File: src/rtl/eip_defines.vh
// Constants for the external interrupt pin front end
`ifndef EIP_DEFINES_VH
`define EIP_DEFINES_VH

`define EIP_ADDR_W        4
`define EIP_DATA_W        32
`define EIP_EXT_N         4
`define EIP_SRC_N         5

// Register byte offsets
`define EIP_OFF_STATUS    4'h0
`define EIP_OFF_CLEAR     4'h4
`define EIP_OFF_ENABLE    4'h8
`define EIP_OFF_POLARITY  4'hC

// Source bit positions in status, clear and enable
`define EIP_BIT_NMI       0
`define EIP_BIT_EXT0      1

// Reset values
`define EIP_RST_POLARITY  4'h0
`define EIP_RST_ENABLE    5'h00
`define EIP_RST_STATUS    5'h00
`define EIP_RST_NUM       4'h0

// Interrupt numbers in service vector order
`define EIP_NUM_NMI       4'h1
`define EIP_NUM_EXT0      4'h4

`endif

File: src/rtl/eip_top.v
// External interrupt pin front end: edge capture, status and acknowledge
// Behaviour
// - The nonmaskable input is caught on its rising edge, never level.
// - Each external input has its own polarity bit in a 4-bit field.
// - Acknowledge is pulsed for every interrupt the core services.
// - A 4-bit number names the serviced interrupt while ack is high.
// - Numbers follow the service vector order of the fetch packets.
`timescale 1ns/1ps
`include "eip_defines.vh"

module eip_top (
  input  wire                     sys_clk_i,
  input  wire                     rst_b_i,
  input  wire                     nmi_in_i,
  input  wire [`EIP_EXT_N-1:0]    ext_irq_in_i,
  input  wire                     core_svc_i,
  input  wire [3:0]               core_svc_num_i,
  input  wire [`EIP_ADDR_W-1:0]   reg_addr_i,
  input  wire [`EIP_DATA_W-1:0]   reg_wdata_i,
  input  wire                     reg_wr_i,
  input  wire                     reg_rd_i,
  output reg  [`EIP_DATA_W-1:0]   reg_rdata_o,
  output reg                      irq_service_ack_out_o,
  output reg  [3:0]               irq_number_out_o,
  output reg  [`EIP_SRC_N-1:0]    irq_pending_o,
  output reg                      irq_o
);

  ////////////////////////////////////////////////////////////////////////////
  // Registers
  reg  [`EIP_EXT_N-1:0] ext_irq_polarity_bits_reg;
  reg  [`EIP_SRC_N-1:0] enable_reg;
  reg  [`EIP_SRC_N-1:0] status_reg;
  reg  [`EIP_SRC_N-1:0] status_next;
  reg  [`EIP_SRC_N-1:0] svc_clr;
  reg  [`EIP_DATA_W-1:0] rdata_next;
  wire [`EIP_SRC_N-1:0] edge_hit;
  wire [`EIP_SRC_N-1:0] sw_clr;
  integer               k;
  wire                  wr_clear;
  wire                  wr_enable;
  wire                  wr_polarity;
  reg  [`EIP_EXT_N-1:0] polarity_next;
  reg  [`EIP_SRC_N-1:0] enable_next;
  reg                   irq_next;
  reg                   ack_next;
  reg  [3:0]            num_next;

  ////////////////////////////////////////////////////////////////////////////
  // Edge detection
  eip_edge_det u_nmi_edge (
    .sys_clk_i (sys_clk_i),
    .rst_b_i   (rst_b_i),
    .sig_i     (nmi_in_i),
    .falling_i (1'b0),
    .edge_o    (edge_hit[`EIP_BIT_NMI])
  );

  genvar g;
  generate
    for (g = 0; g < `EIP_EXT_N; g = g + 1) begin : g_ext
      eip_edge_det u_ext_edge (
        .sys_clk_i (sys_clk_i),
        .rst_b_i   (rst_b_i),
        .sig_i     (ext_irq_in_i[g]),
        .falling_i (ext_irq_polarity_bits_reg[g]),
        .edge_o    (edge_hit[`EIP_BIT_EXT0+g])
      );
    end
  endgenerate

  ////////////////////////////////////////////////////////////////////////////
  // Write decode
  assign wr_clear    = reg_wr_i && (reg_addr_i == `EIP_OFF_CLEAR);
  assign wr_enable   = reg_wr_i && (reg_addr_i == `EIP_OFF_ENABLE);
  assign wr_polarity = reg_wr_i && (reg_addr_i == `EIP_OFF_POLARITY);

  ////////////////////////////////////////////////////////////////////////////
  // Status: set by edge, cleared by software or by servicing; set wins
  assign sw_clr = wr_clear ? reg_wdata_i[`EIP_SRC_N-1:0] :
                  {`EIP_SRC_N{1'b0}};

  always @* begin
    svc_clr = {`EIP_SRC_N{1'b0}};
    if (core_svc_i) begin
      if (core_svc_num_i == `EIP_NUM_NMI)
        svc_clr[`EIP_BIT_NMI] = 1'b1;
      for (k = 0; k < `EIP_EXT_N; k = k + 1) begin
        if (core_svc_num_i == `EIP_NUM_EXT0 + k[3:0])
          svc_clr[`EIP_BIT_EXT0+k] = 1'b1;
      end
    end
    status_next = (status_reg & ~(sw_clr | svc_clr)) | edge_hit;
  end

  ////////////////////////////////////////////////////////////////////////////
  // Register bus
  always @* begin
    rdata_next = {`EIP_DATA_W{1'b0}};
    if (reg_rd_i) begin
      case (reg_addr_i)
        `EIP_OFF_STATUS:
          rdata_next[`EIP_SRC_N-1:0] = status_reg;
        `EIP_OFF_ENABLE:
          rdata_next[`EIP_SRC_N-1:0] = enable_reg;
        `EIP_OFF_POLARITY:
          rdata_next[`EIP_EXT_N-1:0] = ext_irq_polarity_bits_reg;
        default:
          rdata_next = {`EIP_DATA_W{1'b0}};
      endcase
    end
  end

  ////////////////////////////////////////////////////////////////////////////
  // Next values of the control and pin registers
  always @* begin
    polarity_next = ext_irq_polarity_bits_reg;
    if (wr_polarity)
      polarity_next = reg_wdata_i[`EIP_EXT_N-1:0];
  end

  always @* begin
    enable_next = enable_reg;
    if (wr_enable)
      enable_next = reg_wdata_i[`EIP_SRC_N-1:0];
  end

  // Taken from the next status so irq_o and irq_pending_o move together
  always @* begin
    irq_next = |(status_next & enable_reg);
  end

  // Number held between services so it stays valid beside the ack
  always @* begin
    ack_next = core_svc_i;
    num_next = irq_number_out_o;
    if (core_svc_i)
      num_next = core_svc_num_i;
  end

  ////////////////////////////////////////////////////////////////////////////
  // Control registers
  always @(posedge sys_clk_i) begin
    if (!rst_b_i) begin
      ext_irq_polarity_bits_reg <= `EIP_RST_POLARITY;
      enable_reg                <= `EIP_RST_ENABLE;
    end else begin
      ext_irq_polarity_bits_reg <= polarity_next;
      enable_reg                <= enable_next;
    end
  end

  ////////////////////////////////////////////////////////////////////////////
  // Status and the level outputs
  always @(posedge sys_clk_i) begin
    if (!rst_b_i) begin
      status_reg    <= `EIP_RST_STATUS;
      irq_pending_o <= `EIP_RST_STATUS;
      irq_o         <= 1'b0;
    end else begin
      status_reg    <= status_next;
      irq_pending_o <= status_next;
      irq_o         <= irq_next;
    end
  end

  ////////////////////////////////////////////////////////////////////////////
  // Read data stands for one cycle, zero otherwise
  always @(posedge sys_clk_i) begin
    if (!rst_b_i) begin
      reg_rdata_o <= {`EIP_DATA_W{1'b0}};
    end else begin
      reg_rdata_o <= rdata_next;
    end
  end

  ////////////////////////////////////////////////////////////////////////////
  // Service acknowledge and number
  always @(posedge sys_clk_i) begin
    if (!rst_b_i) begin
      irq_service_ack_out_o <= 1'b0;
      irq_number_out_o      <= `EIP_RST_NUM;
    end else begin
      irq_service_ack_out_o <= ack_next;
      irq_number_out_o      <= num_next;
    end
  end

endmodule // eip_top

File: src/rtl/eip_edge_det.v
// Single-input edge detector with selectable active edge
`timescale 1ns/1ps
`include "eip_defines.vh"

module eip_edge_det (
  input  wire sys_clk_i,
  input  wire rst_b_i,
  input  wire sig_i,
  input  wire falling_i,
  output wire edge_o
);

  reg prev_reg;
  reg armed_reg;
  wire lvl;

  // Falling edge is a rising edge of the inverted input
  assign lvl = sig_i ^ falling_i;

  always @(posedge sys_clk_i) begin
    if (!rst_b_i) begin
      prev_reg  <= 1'b0;
      armed_reg <= 1'b0;
    end else begin
      prev_reg  <= lvl;
      armed_reg <= 1'b1;
    end
  end

  // No edge in the first cycle after reset: prev is not yet a real sample
  assign edge_o = armed_reg & lvl & ~prev_reg;

endmodule // eip_edge_det

File: config.mk
export PLATFORM = sky130hd
export DESIGN_NAME = eip_top
export DESIGN_NICKNAME = d
export VERILOG_FILES = /design/src/rtl/eip_top.v /design/src/rtl/eip_edge_det.v
export VERILOG_INCLUDE_DIRS = /design/src /design/src/rtl
export SDC_FILE = /design/constraint.sdc
export NUM_CORES = 1
export LEC_CHECK = 0
export BUFFER_PORTS_ARGS = -buffer_cell sky130_fd_sc_hd__buf_2
export CORE_MARGIN = 8
export CORE_UTILIZATION = 40
export CTS_BUF_LIST = sky130_fd_sc_hd__clkbuf_8 sky130_fd_sc_hd__clkbuf_16
export DETAILED_ROUTE_END_ITERATION = 12
export HOLD_SLACK_MARGIN = 0.12
export PLACE_DENSITY = 0.79
export SYNTH_ARGS = -nofsm -noshare
export SYNTH_HDL_FRONTEND = slang
export SYNTH_HIERARCHICAL = 1
export SYNTH_SLANG_ARGS = --single-unit
File: constraint.sdc
create_clock -name sys_clk_i -period 2.4 [get_ports sys_clk_i]
set_clock_uncertainty 0.2 [all_clocks]
set_input_delay 0.12 -clock sys_clk_i [delete_from_list [all_inputs] [get_ports sys_clk_i]]
set_output_delay 0.12 -clock sys_clk_i [all_outputs]
set_load 0.02 [all_outputs]
Word-level counts from Yosys, hierarchy flattened
Index checks and enable logic that the tools add are counted.
Word-level totals
  bits in registers: 58
  output and inout port bits: 43
Operators by class
  equality and inequality tests: 8
  reductions and logical operators: 6
  mux-type cells: 10
  bitwise gates (word level): 24
Operators by type and width (count)
  $eq 4x3->1 const B: 5
  $pmux 4 s3: 1
  $and 1x1->1: 10
  $and 5x5->5: 2
  $mux 5: 2
  $or 5x5->5: 2
  $eq 4x4->1 const B: 2
  $mux 1: 6
  $not 1->1: 5
  $not 5->5: 1
  $reduce_or 5->1: 1
  $eq 4x1->1 const B: 1
  $logic_not 4->1: 1
  $xor 1x1->1: 4
  $logic_and 1x1->1: 3
  $pmux 1 s2: 1
  $reduce_and 2->1: 1

Depth between registers and ports, before layout
  word-level depth: 9
  gate-level depth with buffers: 6

Hierarchy
The synthesis kept the hierarchy.
By module, submodules not included
  eip_top: seq. area each 500.5 µm², area each 1288.7 µm², times used 1, cells an instance 145
  eip_edge_det: seq. area each 40.0 µm², area each 67.6 µm², times used 5, cells an instance 5

Least setup slack after synthesis
No wires, ideal clock.
  path type: register to register
  from: register ext_irq_polarity_bits_reg[1]
  to: register irq_o
  path buffers: 0
  arrival time: 1408 ps
  stages on the path, launching flop included: 6
  period minus slack after synthesis: 1743 ps
  setup slack: 657 ps
  cell sequence: dfxtp_1 -> xnor2_1 -> nor3b_2 -> or4_4 -> a32oi_1 -> a41oi_1
Between the ends
  cells in the longest elaborated chain, start to end: 6
RTL lines
  start: declaration: line eip_top.v:31  | reg [`EIP_EXT_N-1:0] ext_irq_polarity_bits_reg;
  start signal: assignment: line eip_top.v:145  | ext_irq_polarity_bits_reg <= `EIP_RST_POLARITY;
  start signal: assignment: line eip_top.v:148  | ext_irq_polarity_bits_reg <= polarity_next;
  $xor 1x1->1: line eip_edge_det.v:18  | assign lvl = sig_i ^ falling_i;
  $and 1x1->1 (2 in a row): line eip_edge_det.v:31  | assign edge_o = armed_reg & lvl & ~prev_reg;
  via edge_hit[2]: line eip_top.v:37  | wire [`EIP_SRC_N-1:0] edge_hit;
  $or 5x5->5: line eip_top.v:93  | status_next = (status_reg & ~(sw_clr | svc_clr)) | edge_hit;
  $and 5x5->5: line eip_top.v:130  | irq_next = |(status_next & enable_reg);
  $reduce_or 5->1: line eip_top.v:130
  end signal: assignment: line eip_top.v:163  | irq_o <= irq_next;
  end: declaration: line eip_top.v:26  | output reg irq_o
The timed path passes the listed nets, and every way through them passes these cells.
A chain may end at the register's enable or synchronous reset.

Worst setup path in the final report
  from: input rst_b_i
  to: register irq_number_out_o[0]
RTL lines
  start: declaration: line eip_top.v:13  | input wire rst_b_i,
  end signal: assignment: line eip_top.v:182  | irq_number_out_o <= `EIP_RST_NUM;
  end signal: assignment: line eip_top.v:185  | irq_number_out_o <= num_next;
  end: declaration: line eip_top.v:24  | output reg [3:0] irq_number_out_o,
No word-level cell between the ends.

==> impl_results.md <==
* Status: complete, no violations
* Core area at 3971 um2
* N_diodes at 0
* Met3 Resource Use GR at 6.081%
* Drc violations at 0
* Final Hold Viols at 0
* CTS Root Cell: clkbuf_8
* Place WS at 0.4873 ns
* Final setup vio count at 0
* Detailed Routing Iterations Pass 1 at 4
* Final Critical Period at 2.219 ns
* Gr ovfl total at 0
* CTS Buf Count at 5
* CP endpoint kind: flip-flop
* Fin. max-slew vios at 0
* Largest net degree at the start of global routing at 18
* H-tree depth at 2
* Cell variety after synth at 31
* Mean routed wirelength per cell at 13.60 um
* Total GRT Usage at 12.60%
* Yosys top cell by area: dfxtp_1
* Req. time, crit path at 2.42 ns
* Register area share after synthesis at between 40 and 50%
* GRT met2 Usage at 18.99%
* Syn Inst Count at 170
* CTS tree: yes
* Final worst slack at ~0.18 ns
* # resized after CTS at 0
* Synthesized flop and latch total at 35
* CP max-delay cell: dlygate4sd3_1
* Syn Std Cell Area at roughly 1600 um2
* Setup total negative slack at 0 ns
* Leakage power total at 0.9589 nW
* Initial Utilization at about two fifths
* Antenna violations before repair at 0
* Clock Tree Buf Depth at 2
* Power Density at between 500 and 600 nW/um2
* Hold buffer count at cts at 26
* Reg clk slew, reported paths at 0.07 ns
* GR Layer Usage met1 at between 10% and 20%
* Crit Path Max Fanout at 17
* Setup bufs post-CTS at 0
* Clock Sinks at 35
* Clock latency on the worst-skew pair at 0.29 ns
* Synth Warn # at 6
* Initial DRC count at between 100 and 150
* Setup CP Type: in2reg
* Slew headroom at just over 60%
* GR peak layer: met2
* I/O pin total at 93
* HPWL Detailed at about 2.8 mm
* Measured slew at the worst slew-check pin at 0.5632 ns
* Die X at 79.77 um
* Final Core Density at between 50% and 60%
* RSZ-0062 raised after global routing: no
* Port Buf Inserts at 38
* Die area at 6363 um2
* RD Place Congestion at roughly 0.8
* Layout cell share with drive strength beyond 1 at between 20% and 30%
* Final #Nets at about 290
* First-pass GRT wire length at about 6.2 mm
* Peak VDD IR at 0.0003743 V
* Mapped Avg Cell Area at 9.568 um2
* Startpoint type of the worst setup path: input pin
* Critical path arrival at 2.24 ns
* FMAX at 450.6 MHz
* Power, Total at 1.220 mW
* Remaining antenna violation count at 0
* Number of global-route vias before repair at ~1300
* Class of the worst hold path: reg2reg
* Area growth from synthesis to layout at 28.77%
* Leading post-synthesis cells by cell area: dfxtp_1, buf_4, mux2i_1
* Via count at ~1300
* Crit share post-route at between 90 and 100%
* Most used cell, CP: dlygate4sd3_1
* Max stage delay on crit path at just under 0.6 ns
* Hold Slack at 0.3304 ns
* Vias per cell at 4.585
* Max-Cap Viols at 0
* Synth top area share at between 40 and 50%
* Final wirelength at 3.902 mm
* Die H at 79.77 um
* Cell Chain, Critical Path: dlygate4sd3_1 -> buf_2 -> clkinv_1 -> a21oi_1 -> dlygate4sd3_1
* Row cnt at 23
## critical path: cells and delay by family
kind / cells / cell delay [ns]
buf+inv: 4 / 1.84
compound gates: 1 / 0.27
## Yosys cell counts
cell type,number
nand3b_1,2
nand2b_1,3
mux2i_1,17
nor2b_1,6
a21oi_1,1
and3_2,1
clkbuf_1,2
a31oi_1,7
dfxtp_1,35
o311a_1,1
or3_1,3
or4_4,1
and2_1,1
nand2_2,1
o211ai_1,3
xnor2_1,5
conb_1,1
buf_2,2
buf_4,28
nor2_1,28
nor3b_2,6
inv_1,3
and3_1,1
nand3_1,1
o21ai_0,3
a41oi_1,3
or4_1,1
a32oi_1,1
o31a_1,1
nor3_1,1
clkinv_1,1
## layout make-up
cell class | count | area, um2
timing repair buffer | 64 | 450.4
tap | 50 | 62.56
multi-input combinational | 126 | 784.5
sequential | 35 | 700.7
clock buffer | 5 | 68.82
fill | 392 | 1877
inverter | 4 | 15.01
clock inverter | 3 | 12.51
## layer usage
metal / part of all wire, % / wire (um)
met5: 0 / 0
met4: 1.6 / 62
met3: 10 / 393
met2: 47 / 1823
met1: 42 / 1623
## per-stage QoR
stage	instance area, um2	std cells
after floorplan	1728	197
after global placement	1753	253
after detailed placement	1753	253
after CTS	2095	287
after global routing	2095	287
final	2095	287
## worst paths after layout
check	startpoint	end	slack (ns)	cells after the start
max	rst_b_i	irq_number_out_o[0]$_SDFFE_PN0P_	0.18	5
min	enable_reg[0]$_SDFFE_PN0P_	enable_reg[0]$_SDFFE_PN0P_	0.33	2
max reg2reg	ext_irq_polarity_bits_reg[1]$_SDFFE_PN0P_	irq_o$_SDFF_PN0_	0.49	5
min reg2reg	enable_reg[0]$_SDFFE_PN0P_	enable_reg[0]$_SDFFE_PN0P_	0.33	2
## cells by family (layout without fill, tap and decap cells)
kind of cell | after synthesis | after routing | synth area share [%]
simple gates | 56 | 56 | 20.00
buf+inv | 36 | 76 | 14.92
flops | 35 | 35 | 43.08
compound gates | 20 | 20 | 8.615
mux | 17 | 17 | 10.46
xor+xnor | 5 | 5 | 2.692
other cells | 1 | 28 | 0.2305
## power breakdown
group / total [mW] / switching [mW] / internal [mW]
sequential: 0.616 / 0.0114 / 0.604
clock: 0.397 / 0.202 / 0.195
combinational: 0.208 / 0.124 / 0.0834
total: 1.22 / 0.338 / 0.882
## placed cells by master (no fill, tap or decap), types with 2 or more instances in the layout
cell,count
nand3b_1,2
a31oi_1,7
clkbuf_8,5
o211ai_1,3
inv_1,5
mux2i_1,17
nor3b_2,6
dfxtp_1,35
nand2b_1,3
dlygate4sd3_1,26
xnor2_1,5
nor2b_1,6
o21ai_0,3
nor2_1,28
conb_1,28
or3_1,3
buf_2,38
a41oi_1,3
Power figures use the tool's default switching activity.
